`src/hw/fwp_defs.svh`:
```
`ifndef FWP_DEFS_SVH
`define FWP_DEFS_SVH

// register map
`define FWP_CTRL_OFS   4'h0
`define FWP_STAT_OFS   4'h4
`define FWP_LAST_OFS   4'h8
// control fields
`define FWP_EXT_MSB    2
`define FWP_BOT_BIT    3
`define FWP_GRAN_BIT   4
`define FWP_CPL_BIT    5
`define FWP_IND_BIT    6
`define FWP_CTRL_RST   7'h00
// opcodes
`define FWP_OP_LOCK    8'h36
`define FWP_OP_UNLOCK  8'h39
`define FWP_OP_GLOCK   8'h7e
`define FWP_OP_GUNLOCK 8'h98
`define FWP_OP_RDLK_A  8'h3c
`define FWP_OP_RDLK_B  8'h3d
`define FWP_OP_PROG    8'h02
`define FWP_OP_ER4     8'h20
`define FWP_OP_ER32    8'h52
`define FWP_OP_ER64    8'hd8
`define FWP_OP_CE_A    8'h60
`define FWP_OP_CE_B    8'hc7
// array geometry
`define FWP_SZ_1       23'h00_0001
`define FWP_SZ_4K      23'h00_1000
`define FWP_SZ_32K     23'h00_8000
`define FWP_SZ_64K     23'h01_0000
`define FWP_SZ_ALL     23'h40_0000
`define FWP_TOP_BASE   23'h3f_0000
`define FWP_SUB_N      16
`define FWP_NLOCK      94
`define FWP_LOCK_RST   {`FWP_NLOCK{1'b1}}
// serial frame lengths
`define FWP_CMD_BITS   6'd8
`define FWP_FRM_BITS   6'd32
`endif

```
`src/hw/fwp_pkg.sv`:
```
`include "fwp_defs.svh"
package fwp_pkg;
    // serial pins from the host
    typedef struct packed {
        logic cs_n;
        logic sck;
        logic si;
    } fwp_spi_s;
    // verdict on one program or erase
    typedef struct packed {
        logic        go;
        logic        blk;
        logic [7:0]  code;
        logic [23:0] addr;
    } fwp_op_s;
    // one-hot frame states
    typedef enum logic [3:0] {
        ST_SHIFT = 4'b0001,
        ST_EVAL  = 4'b0010,
        ST_SEND  = 4'b0100,
        ST_WAIT  = 4'b1000
    } fwp_state_e;
    // whole state of the block
    typedef struct packed {
        logic [1:0]           cs_p;
        logic [1:0]           sck_p;
        logic [1:0]           si_p;
        logic                 sck_last;
        fwp_state_e           st;
        logic [5:0]           cnt;
        logic [31:0]          shreg;
        logic [7:0]           out_sh;
        logic                 so;
        logic                 so_oe;
        logic [`FWP_NLOCK-1:0] locks;
        logic [6:0]           ctrl;
        fwp_op_s              op;
        logic                 last_blk;
        logic                 last_go;
        logic [31:0]          rdata;
    } fwp_st_s;
endpackage

```
`src/hw/fwp_decode.sv`:
```
// The implementer's own choices: the address-and-strobe port and the register offsets.
`timescale 1ns/1ps
module fwp_decode (
    // clock and reset
    input  wire logic             clk,
    input  wire logic             arst_n,
    // serial link pins
    input  wire fwp_pkg::fwp_spi_s spi_pins,
    output logic                  so,
    output logic                  so_oe,
    // program/erase verdict
    output fwp_pkg::fwp_op_s      op_rpt,
    // register port
    input  wire logic [3:0]       reg_addr,
    input  wire logic [31:0]      reg_wdata,
    input  wire logic             reg_wr,
    input  wire logic             reg_rd,
    output logic [31:0]           reg_rdata
);
    import fwp_pkg::*;

    // ----------------------------------------
    // state and decode nets
    // ----------------------------------------
    fwp_st_s               r_reg;      // registered state
    fwp_st_s               r_next;     // next state
    logic                  sck_rise;   // synced clock edges
    logic                  sck_fall;
    logic [7:0]            op_w;       // opcode of the frame
    logic [23:0]           adr_w;      // address of the frame
    logic                  is_erase;
    logic                  is_write;   // program or any erase
    logic                  is_rdlk;
    logic [22:0]           span_sz;    // bytes the command touches
    logic [22:0]           span_s;     // span start, inclusive
    logic [22:0]           span_e;     // span end, exclusive
    logic [22:0]           rsz;        // decoded range size
    logic [22:0]           rlo;
    logic [22:0]           rhi;
    logic                  std_prot;   // range scheme verdict
    logic                  ind_prot;   // lock bit verdict
    logic                  prot;
    logic [`FWP_NLOCK-1:0] hit;        // lock bits under the span
    logic [2:0]            ext_code;   // protect extent code
    logic                  bot_sel;    // 1 = span grows from zero
    logic                  gran;
    logic                  cpl_sel;    // complement the decoded span
    logic                  ind_sel;    // per-block lock scheme

    // ----------------------------------------
    // link edges and frame fields
    // ----------------------------------------
    // edges come from the second sync stage only
    assign sck_rise = r_reg.sck_p[1] & ~r_reg.sck_last;
    assign sck_fall = ~r_reg.sck_p[1] & r_reg.sck_last;
    // after 8 bits the opcode sits low, after 32 it sits high
    assign op_w  = (r_reg.cnt == `FWP_CMD_BITS) ? r_reg.shreg[7:0] : r_reg.shreg[31:24];
    assign adr_w = r_reg.shreg[23:0];

    // control fields
    assign ext_code = r_reg.ctrl[`FWP_EXT_MSB:0];
    assign bot_sel  = r_reg.ctrl[`FWP_BOT_BIT];
    assign gran     = r_reg.ctrl[`FWP_GRAN_BIT];
    assign cpl_sel  = r_reg.ctrl[`FWP_CPL_BIT];
    assign ind_sel  = r_reg.ctrl[`FWP_IND_BIT];

    // ----------------------------------------
    // span of the command
    // ----------------------------------------
    always_comb begin
        is_erase = 1'b1;
        is_rdlk  = 1'b0;
        case (op_w)
            `FWP_OP_ER4: begin
                span_sz = `FWP_SZ_4K;
            end
            `FWP_OP_ER32: begin
                span_sz = `FWP_SZ_32K;
            end
            `FWP_OP_ER64: begin
                span_sz = `FWP_SZ_64K;
            end
            `FWP_OP_CE_A, `FWP_OP_CE_B: begin
                span_sz = `FWP_SZ_ALL;
            end
            default: begin
                // program, lock and read-back look at one byte
                is_erase = 1'b0;
                is_rdlk  = (op_w == `FWP_OP_RDLK_A) || (op_w == `FWP_OP_RDLK_B);
                span_sz  = `FWP_SZ_1;
            end
        endcase
    end
    assign is_write = is_erase || (op_w == `FWP_OP_PROG);
    // an erase is aligned to its own size; the whole span is checked
    assign span_s = {1'b0, adr_w[21:0]} & ~(span_sz - `FWP_SZ_1);
    assign span_e = span_s + span_sz;

    // ----------------------------------------
    // range scheme decode
    // ----------------------------------------
    always_comb begin
        if (ext_code == 3'h0) begin
            rsz = 23'h00_0000;
        end else if (!gran) begin
            // 64 kB unit doubling, code 7 covers all
            rsz = (ext_code == 3'h7) ? `FWP_SZ_ALL :
                  (`FWP_SZ_64K << (ext_code - 3'h1));
        end else if (ext_code <= 3'h4) begin
            rsz = `FWP_SZ_4K << (ext_code - 3'h1);
        end else if (ext_code == 3'h5) begin
            // code 5 repeats the 32K span
            rsz = `FWP_SZ_32K;
        end else begin
            rsz = `FWP_SZ_ALL;
        end
        // complemented 4 kB: 32K/64K erases see the free end widened
        if (cpl_sel && gran && (ext_code != 3'h0) && (ext_code <= 3'h5) && is_erase &&
            ((span_sz == `FWP_SZ_32K) || (span_sz == `FWP_SZ_64K)) && (span_sz > rsz)) begin
            rsz = span_sz;
        end
        // top grows down from the end, bottom grows up from zero
        rlo = bot_sel ? 23'h00_0000 : (`FWP_SZ_ALL - rsz);
        rhi = bot_sel ? rsz : `FWP_SZ_ALL;
    end
    // plain: overlap protects; complemented: only a span inside is free
    assign std_prot = cpl_sel ? !((span_s >= rlo) && (span_e <= rhi))
                          : ((rsz != 23'h00_0000) && (span_s < rhi) && (span_e > rlo));

    // ----------------------------------------
    // lock bit map
    // ----------------------------------------
    // bits 0-15 bottom 4 kB, 16-31 top 4 kB, 32-93 middle 64 kB blocks
    for (genvar i = 0; i < `FWP_NLOCK; i++) begin : g_lock
        localparam logic [22:0] BLO = (i < `FWP_SUB_N) ? 23'(i * `FWP_SZ_4K) :
                                      (i < 2 * `FWP_SUB_N) ?
                                      23'(`FWP_TOP_BASE + (i - `FWP_SUB_N) * `FWP_SZ_4K) :
                                      23'((i - 2 * `FWP_SUB_N + 1) * `FWP_SZ_64K);
        localparam logic [22:0] BSZ = (i < 2 * `FWP_SUB_N) ? `FWP_SZ_4K : `FWP_SZ_64K;
        assign hit[i] = (BLO < span_e) && (23'(BLO + BSZ) > span_s);
    end
    assign ind_prot = |(r_reg.locks & hit);
    // scheme select
    assign prot = ind_sel ? ind_prot : std_prot;

    // ----------------------------------------
    // next state
    // ----------------------------------------
    always_comb begin
        r_next        = r_reg;
        r_next.op.go  = 1'b0;
        r_next.op.blk = 1'b0;
        r_next.rdata  = 32'h0000_0000;
        // two-stage synchronisers
        r_next.cs_p     = {r_reg.cs_p[0], spi_pins.cs_n};
        r_next.sck_p    = {r_reg.sck_p[0], spi_pins.sck};
        r_next.si_p     = {r_reg.si_p[0], spi_pins.si};
        r_next.sck_last = r_reg.sck_p[1];

        // register writes: only control is writable
        if (reg_wr && (reg_addr == `FWP_CTRL_OFS)) begin
            r_next.ctrl = reg_wdata[6:0];
        end
        // register reads, data the following cycle
        if (reg_rd) begin
            case (reg_addr)
                `FWP_CTRL_OFS: begin
                    r_next.rdata = {25'h000_0000, r_reg.ctrl};
                end
                `FWP_STAT_OFS: begin
                    r_next.rdata = {29'h0000_0000, (r_reg.st != ST_SHIFT),
                                    r_reg.last_go, r_reg.last_blk};
                end
                `FWP_LAST_OFS: begin
                    r_next.rdata = {r_reg.op.code, r_reg.op.addr};
                end
                default: begin
                    // unmapped reads as zero
                    r_next.rdata = 32'h0000_0000;
                end
            endcase
        end

        // frame engine
        case (r_reg.st)
            ST_SHIFT: begin
                // mode 0/3: sample on the rising edge
                if (sck_rise && !r_reg.cs_p[1]) begin
                    r_next.shreg = {r_reg.shreg[30:0], r_reg.si_p[1]};
                    r_next.cnt   = r_reg.cnt + 6'd1;
                    if (r_next.cnt == `FWP_CMD_BITS) begin
                        case (r_next.shreg[7:0])
                            `FWP_OP_GLOCK, `FWP_OP_GUNLOCK,
                            `FWP_OP_CE_A, `FWP_OP_CE_B: begin
                                r_next.st = ST_EVAL;
                            end
                            `FWP_OP_LOCK, `FWP_OP_UNLOCK, `FWP_OP_RDLK_A,
                            `FWP_OP_RDLK_B, `FWP_OP_PROG, `FWP_OP_ER4,
                            `FWP_OP_ER32, `FWP_OP_ER64: begin
                                r_next.st = ST_SHIFT;
                            end
                            default: begin
                                // not ours: sit out the frame
                                r_next.st = ST_WAIT;
                            end
                        endcase
                    end else if (r_next.cnt == `FWP_FRM_BITS) begin
                        r_next.st = ST_EVAL;
                    end
                end
            end
            ST_EVAL: begin
                r_next.st = ST_WAIT;
                if (op_w == `FWP_OP_LOCK) begin
                    r_next.locks = r_reg.locks | hit;
                end else if (op_w == `FWP_OP_UNLOCK) begin
                    r_next.locks = r_reg.locks & ~hit;
                end else if (op_w == `FWP_OP_GLOCK) begin
                    r_next.locks = `FWP_LOCK_RST;
                end else if (op_w == `FWP_OP_GUNLOCK) begin
                    r_next.locks = '0;
                end else if (is_rdlk) begin
                    // lock state in the lsb, msb goes out first
                    r_next.out_sh = {7'h00, ind_prot};
                    r_next.so     = 1'b0;
                    r_next.so_oe  = 1'b1;
                    r_next.st     = ST_SEND;
                end else if (is_write) begin
                    // refused writes leave the array alone and idle
                    r_next.op.blk   = prot;
                    r_next.op.go    = ~prot;
                    r_next.op.code  = op_w;
                    r_next.op.addr  = is_erase ? {2'b00, span_s[21:0]} : adr_w;
                    r_next.last_blk = prot;
                    r_next.last_go  = ~prot;
                end
            end
            ST_SEND: begin
                // shift out on falling edges; the byte repeats until deselect
                if (sck_fall) begin
                    r_next.so     = r_reg.out_sh[7];
                    r_next.out_sh = {r_reg.out_sh[6:0], r_reg.out_sh[7]};
                end
            end
            ST_WAIT: begin
                r_next.st = ST_WAIT;
            end
            default: begin
                r_next.st = ST_SHIFT;
            end
        endcase

        // deselect ends any frame; a short frame does nothing
        if (r_reg.cs_p[1]) begin
            r_next.st    = ST_SHIFT;
            r_next.cnt   = 6'd0;
            r_next.so_oe = 1'b0;
        end
    end

    // ----------------------------------------
    // state register
    // ----------------------------------------
    always_ff @(posedge clk or negedge arst_n) begin
        if (!arst_n) begin
            r_reg          <= '0;
            r_reg.cs_p     <= 2'b11;
            r_reg.st       <= ST_SHIFT;
            r_reg.ctrl     <= `FWP_CTRL_RST;
            r_reg.locks    <= `FWP_LOCK_RST;
        end else begin
            r_reg <= r_next;
        end
    end

    // outputs
    assign so        = r_reg.so;
    assign so_oe     = r_reg.so_oe;
    assign op_rpt    = r_reg.op;
    assign reg_rdata = r_reg.rdata;
endmodule

```
`config.mk`:
```
export PLATFORM = sky130hd
export DESIGN_NAME = fwp_decode
export DESIGN_NICKNAME = d
export VERILOG_FILES = /design/src/hw/fwp_pkg.sv /design/src/hw/fwp_decode.sv
export VERILOG_INCLUDE_DIRS = /design/src /design/src/hw
export SDC_FILE = /design/constraint.sdc
export NUM_CORES = 1
export LEC_CHECK = 0
export ABC_AREA = 1
export BUFFER_PORTS_ARGS = -buffer_cell sky130_fd_sc_hd__buf_4
export CAP_MARGIN = 25
export CELL_PAD_IN_SITES_DETAIL_PLACEMENT = 1
export CELL_PAD_IN_SITES_GLOBAL_PLACEMENT = 2
export CORE_MARGIN = 1
export CORE_UTILIZATION = 32
export DETAILED_ROUTE_END_ITERATION = 12
export PLACE_DENSITY_LB_ADDON = 0.1
export SETUP_SLACK_MARGIN = 0.05
export SLEW_MARGIN = 10
export SYNTH_ARGS = -nofsm -noshare
export SYNTH_HDL_FRONTEND = slang
export SYNTH_SLANG_ARGS = --single-unit
```
`constraint.sdc`:
```
create_clock -name clk -period 5.3 [get_ports clk]
set_input_delay 0.53 -clock clk [delete_from_list [all_inputs] [get_ports clk]]
set_output_delay 0.53 -clock clk [all_outputs]
set_load 0.03 [all_outputs]
```
==> results.toml, run 1 <==
[global_routing]
overflow = 0
track_usage_pct = 28.9
grt_pass1_wl_um = 136000
grt_max_degree = 108
grt_pass1_vias = 22794
antenna_found_initial = 0

[pwr]
power.density_mw_per_mm2 = 212
p_leak_nw = 11.8
finalPower_w = 0.00549
vdd_drop_max_uv = 286

[sta]
rsz0062_at_grt = "yes"
post-route-min-period_ns = 5.43
skew_ns = 0.0313
whs_ns = -0.0418
setup_violations = 4
max_slew_margin_pct = 36.3
fin_crit_sh_pct = 102
worst_pin_slew_ns = 0.956
slew_violations = 0
tns_ns = -0.340
hold_violations = 22
setup_ws_ns = -0.132
fmax_ghz = 0.184

[synth]
synth_top_family_by_area = "simple AND/OR/NAND/NOR gates"
synth-xor-area-share_pct = 0.136
ys_warn_count = 0
synth_top_flop_cell = "dfrtp_1"
synth_compound_area_share_pct = 17.9
synthAdderAreaFrac_pct = 5.00
yosys.area.top_type_share_pct = 17.0
synth.distinct_cells = 58
synthArstFlopShare_pct = 100
synth_area_mm2 = 0.0193
yosys.area_share.simple_pct = 35.6
ys_seq_elements = 228
synth_area_leaders = "dfrtp_1 17%, dfstp_2 13%, nand2_1 13%, nand3_1 6.8%, nor2_1 6.1%"
ys_seq_area_share_pct = 30.2
avgSynthCellArea_um2 = 6.75
synth_cells = 2854
yosysTopAreaCell = "dfrtp_1"
synth_edf_count = 0
muxShareOfSynthArea_pct = 0.117

[run_status]
violations = "hold timing, setup timing"
status = "finished with violations"

[layout]
multi_input_area_mm2 = 0.0122
antennaDiodeCount = 0
syn_to_final_growth_pct = 34.1
largest_reg_flops = 125
final.fill_count = 7504
finalNonFillerCells = 4122
seqCellArea_mm2 = 0.00583
drive_above_1_share_pct = 30.2
fin_nets = 3447

[setup_path]
path_buf_inv = 12
path_max_fanout = 7
path_delay_family = "simple AND/OR/NAND/NOR gates"
cpMaxStageDelayCell = "dfrtp_1"
crit_path_start_kind = "register"
crit_type = "register to register"
worstPathRequired_ns = 5.83
cp.arrival_ns = 5.96
cpPeakStageDelay_ns = 0.39
endpoint_kind = "register"
crit_top_cell = "buf_4"

[floorplanning]
initial_core_util_pct = 32.5
core_mm2 = 0.0592
die_h_um = 247
die_area_mm2 = 0.0612
num_rows = 89
die_w_um = 247
io_pins = 111

[detailed_routing]
wl_um = 89800
drt_first_pass_iters = 7
vias = 22290
ant_nets = 0
wl_per_cell_um = 21.8
viasPerCell = 5.41
drt-initial-drc-count = 1430
drc = 0

[placed_design]
hpwlAfterDp_um = 69500
numPortBuffers = 85
placedCellCount = 4022
place_congestion = 0.955

[clocking]
cts-buffers-inserted = 30
h-tree-depth = 1
cts_root_buf = "clkbuf_16"
insertion_delay_ns = 0.63
cts_tree = "built"
cts_buffer_depth = 3
clock_sinks = 228
cts.clk_slew.worst_paths_ns = 0.06

[hold_path]
min_path_type = "input pin to async pin"

[flow_run]
max_cap_viol_count = 0
==> synthesized netlist by cell type (all sizes together) (2+ instances only) <==
cell	n
o31ai	90
clkbuf	80
o21bai	4
nand3b	5
or2	2
nand2	688
and2	26
nand3	274
nor4	7
inv	311
o311ai	46
mux2	2
buf	88
clkinv	5
a22oi	2
dfrtp	131
o21a	2
a211oi	2
o211ai	19
nor2	350
and3	11
conb	2
nand4	72
ha	77
a31oi	56
o21ai	195
a21o	5
a32oi	3
o221ai	8
o22ai	25
o211a	2
dfstp	97
xor2	3
nor3b	39
a21oi	88
nor3	30
==> final timing paths <==
kind | from | endpoint | slack, ns | cells after the start
max in group asynchronous | arst_n | r_reg[76]$_DFFE_PN1P_ | 4.19 | 2
setup reg to reg | r_reg[212]$_DFFE_PN0P_ | op_rpt[33]$_DFF_PN0_ | -0.13 | 39
min in group clk | reg_rd | reg_rdata[0]$_DFF_PN0_ | 0.15 | 3
setup / recovery | r_reg[212]$_DFFE_PN0P_ | op_rpt[33]$_DFF_PN0_ | -0.13 | 39
hold / removal | arst_n | reg_rdata[1]$_DFF_PN0_ | -0.04 | 1
hold reg to reg | r_next[225]$_DFF_PN0_ | r_next[221]$_DFF_PN0_ | 0.35 | 0
==> final cells by class <==
cell class | count | share of cell area (%)
clock inverters | 21 | 0.852
multi-input cells | 2166 | 47.1
clock buffers | 33 | 3.02
repair buffers | 585 | 18.1
flip-flops and latches | 228 | 22.5
inverters | 316 | 4.63
well taps | 773 | 3.74
==> what timing repair did <==
action	in CTS	in global routing
pin swaps	21	76
gates resized for setup	69	156
cloned	0	2
hold buffers	3	0
setup endpoints to repair	5	5
hold endpoints to repair	3	0
setup buffers	9	32
==> metrics by stage <==
step | utilization [%] | hold slack [ns] | setup slack (ns) | instance area, um^2
3_5_place_dp | 39.9 | 0.338 | -0.368 | 23600
6_report | 43.6 | -0.0418 | -0.132 | 25900
5_1_grt | 43.6 | 0.0350 | -0.468 | 25900
3_3_place_gp | 39.9 | 0.338 | -0.183 | 23600
2_1_floorplan | - | 0.234 | 0.236 | 19400
4_1_cts | 42.2 | 0.00623 | 0.0583 | 25000
==> report_power, final <==
| part | internal (W) | switching, W | leakage, nW |
|---|---|---|---|
| Sequential | 0.00178 | 0.0000398 | 2.78 |
| Combinational | 0.000625 | 0.000919 | 8.50 |
| Clock | 0.00121 | 0.000922 | 0.489 |
| Total | 0.00361 | 0.00188 | 11.8 |
==> cells by family after synthesis <==
kind of cell	count (synthesis)
other	2
AO/OA/AOI/OAI	553
AND/OR/NAND/NOR	1505
flip-flops	228
buffers and inverters	484
adder cells (fa/ha/maj)	77
XOR/XNOR	3
multiplexers	2
==> metal layers <==
layer  global-route usage, %  part of all wire, %  wire (um)
met4                    5.81                  2.2       2020
met2                    47.6                   46      41300
met5                       0                    0          0
met3                    2.97                  4.5       4030
met1                    40.7                   47      42500
==> placed cells by master, fill, tap and decap left out, types with 56 or more instances in the layout <==
master and n:
nor2_1 271, buf_4 548, nand4_1 72, dfstp_2 97
nand3_1 246, dfrtp_1 131, nand2_2 67, inv_1 271
ha_1 66, a21oi_1 79, o31ai_1 90, o21ai_0 173
nand2_1 604, a31oi_1 56
(Power assumes the default switching activity.)
==> run 2, diff against run 1 <==
Settings changed: REMOVE_ABC_BUFFERS set to 1.
==> results.toml, run 2 (synthesized netlist as in run 1, its figures left out) <==
[sta]
fmax_ghz = 0.187
whs_ns = -0.0325
tns_ns = -0.0910
post-route-min-period_ns = 5.36
worst_pin_slew_ns = 1.02
fin_crit_sh_pct = 101
skew_ns = 0.0360
rsz0062_at_grt = "yes"
slew_violations = 0
setup_violations = 3
setup_ws_ns = -0.0573
max_slew_margin_pct = 31.7
hold_violations = 4

[floorplanning]
num_rows = 89
die_w_um = 247
die_area_mm2 = 0.0612
core_mm2 = 0.0592
initial_core_util_pct = 32.5
io_pins = 111
die_h_um = 247

[layout]
fin_nets = 3459
largest_reg_flops = 125
seqCellArea_mm2 = 0.00583
drive_above_1_share_pct = 29.9
antennaDiodeCount = 0
syn_to_final_growth_pct = 34.8
multi_input_area_mm2 = 0.0121
finalNonFillerCells = 4134
final_common_cell = "nand2_1"
final.fill_count = 7502
layout_common_cells = "604 x nand2_1, 557 x buf_4, 273 x nor2_1"

[clocking]
cts_tree = "built"
cts_buffer_depth = 3
cts.clk_slew.worst_paths_ns = 0.06
clock_sinks = 228
insertion_delay_ns = 0.61
h-tree-depth = 1
cts_root_buf = "clkbuf_16"
cts-buffers-inserted = 31
cts-hold-fix-buffers = 0

[setup_path]
worst-path-stages = 42
cpPeakStageDelay_ns = 0.40
cpMaxStageDelayCell = "dfrtp_1"
path_buf_inv = 6
path_max_fanout = 7
path_delay_family = "compound AO/OA/AOI/OAI gates"
worstPathRequired_ns = 5.78
crit_path_start_kind = "register"
crit_type = "register to register"
cp.arrival_ns = 5.84
reg2reg_depth = 42
endpoint_kind = "register"

[detailed_routing]
ant_nets = 0
drt_first_pass_iters = 7
vias = 22348
drc = 0
wl_um = 90900
viasPerCell = 5.41
wl_per_cell_um = 22.0
drt-initial-drc-count = 1306

[run_status]
violations = "hold timing, setup timing"
status = "finished with violations"

[global_routing]
track_usage_pct = 29.7
grt_pass1_vias = 23207
overflow = 0
grt_pass1_wl_um = 139000
antenna_found_initial = 0
grt_max_degree = 114

[placed_design]
hpwlAfterDp_um = 70000
placedCellCount = 4040
place_congestion = 0.979
numPortBuffers = 85

[hold_path]
min_path_type = "input pin to async pin"

[pwr]
p_leak_nw = 11.9
vdd_drop_max_uv = 249
power.density_mw_per_mm2 = 214

[flow_run]
max_cap_viol_count = 0
[run 2: changes by cell type in the layout (fill, tap and decap cells not counted), moves of 4 or more]
cell	before	now
buf_4	548	557
buf_6	15	7
o21ai_1	16	20
nand3_2	24	17
nand3_4	4	8
nand3_1	246	250
buf_12	13	28
clkbuf_1	1	6
[run 2: layout make-up]
class                           count  area share, %
Clock buffer                       40           3.23
Tap cell                          773           3.72
Timing Repair Buffer              595           18.7
Clock inverter                     15          0.650
Multi-Input combinational cell   2167           46.6
Sequential cell                   228           22.4
Inverter                          316           4.60
[run 2: through the flow]
stage / setup slack (ns) / area [um^2] / power [W] / util (%)
3_3_place_gp: -0.422 / 23900 / 0.00331 / 40.4
5_1_grt: -0.473 / 26000 / 0.00582 / 43.9
3_5_place_dp: -0.566 / 23900 / 0.00334 / 40.4
6_report: -0.0573 / 26000 / 0.00555 / 43.9
4_1_cts: 0.0375 / 25400 / 0.00557 / 42.8
2_1_floorplan: -7.59 / 18400 / 0.00246 / -
[run 2: path summary, 6_finish.rpt]
check	start	to	slack [ns]
max	r_reg[212]$_DFFE_PN0P_	r_reg[32]$_DFFE_PN0P_	-0.06
max in group asynchronous	arst_n	reg_rdata[15]$_DFF_PN0_	4.08
min	arst_n	so_oe$_DFFE_PN0P_	-0.03
max reg2reg	r_reg[212]$_DFFE_PN0P_	r_reg[32]$_DFFE_PN0P_	-0.06
min reg2reg	r_next[223]$_DFF_PN0_	r_reg[223]$_DFF_PN0_	0.35
min in group clk	spi_pins[0]	r_next[223]$_DFF_PN0_	0.04
[run 2: power by group]
group	internal [W]	total (W)	switching, W
clock	0.00126	0.00214	0.000880
combinational	0.000658	0.00161	0.000948
sequential	0.00178	0.00181	0.0000309
total	0.00369	0.00555	0.00186
[run 2: metal layers]
| metal | vias up | part of all wire (%) | track usage [%] |
|---|---|---|---|
| met4 | 0 | 2.5 | 7.58 |
| met1 | 11206 | 47 | 40.7 |
| met3 | 111 | 3.8 | 3.21 |
| met2 | 426 | 46 | 49.4 |
| li1 | 10605 | - | - |
| met5 | - | 0 | 0 |
[run 2: timing repair]
item | CTS | global route
gates resized for setup | 86 | 118
buffers inserted | 13 | 22
pin swaps | 19 | 65
gates cloned | 2 | 0
endpoints found under the setup margin | 20 | 10
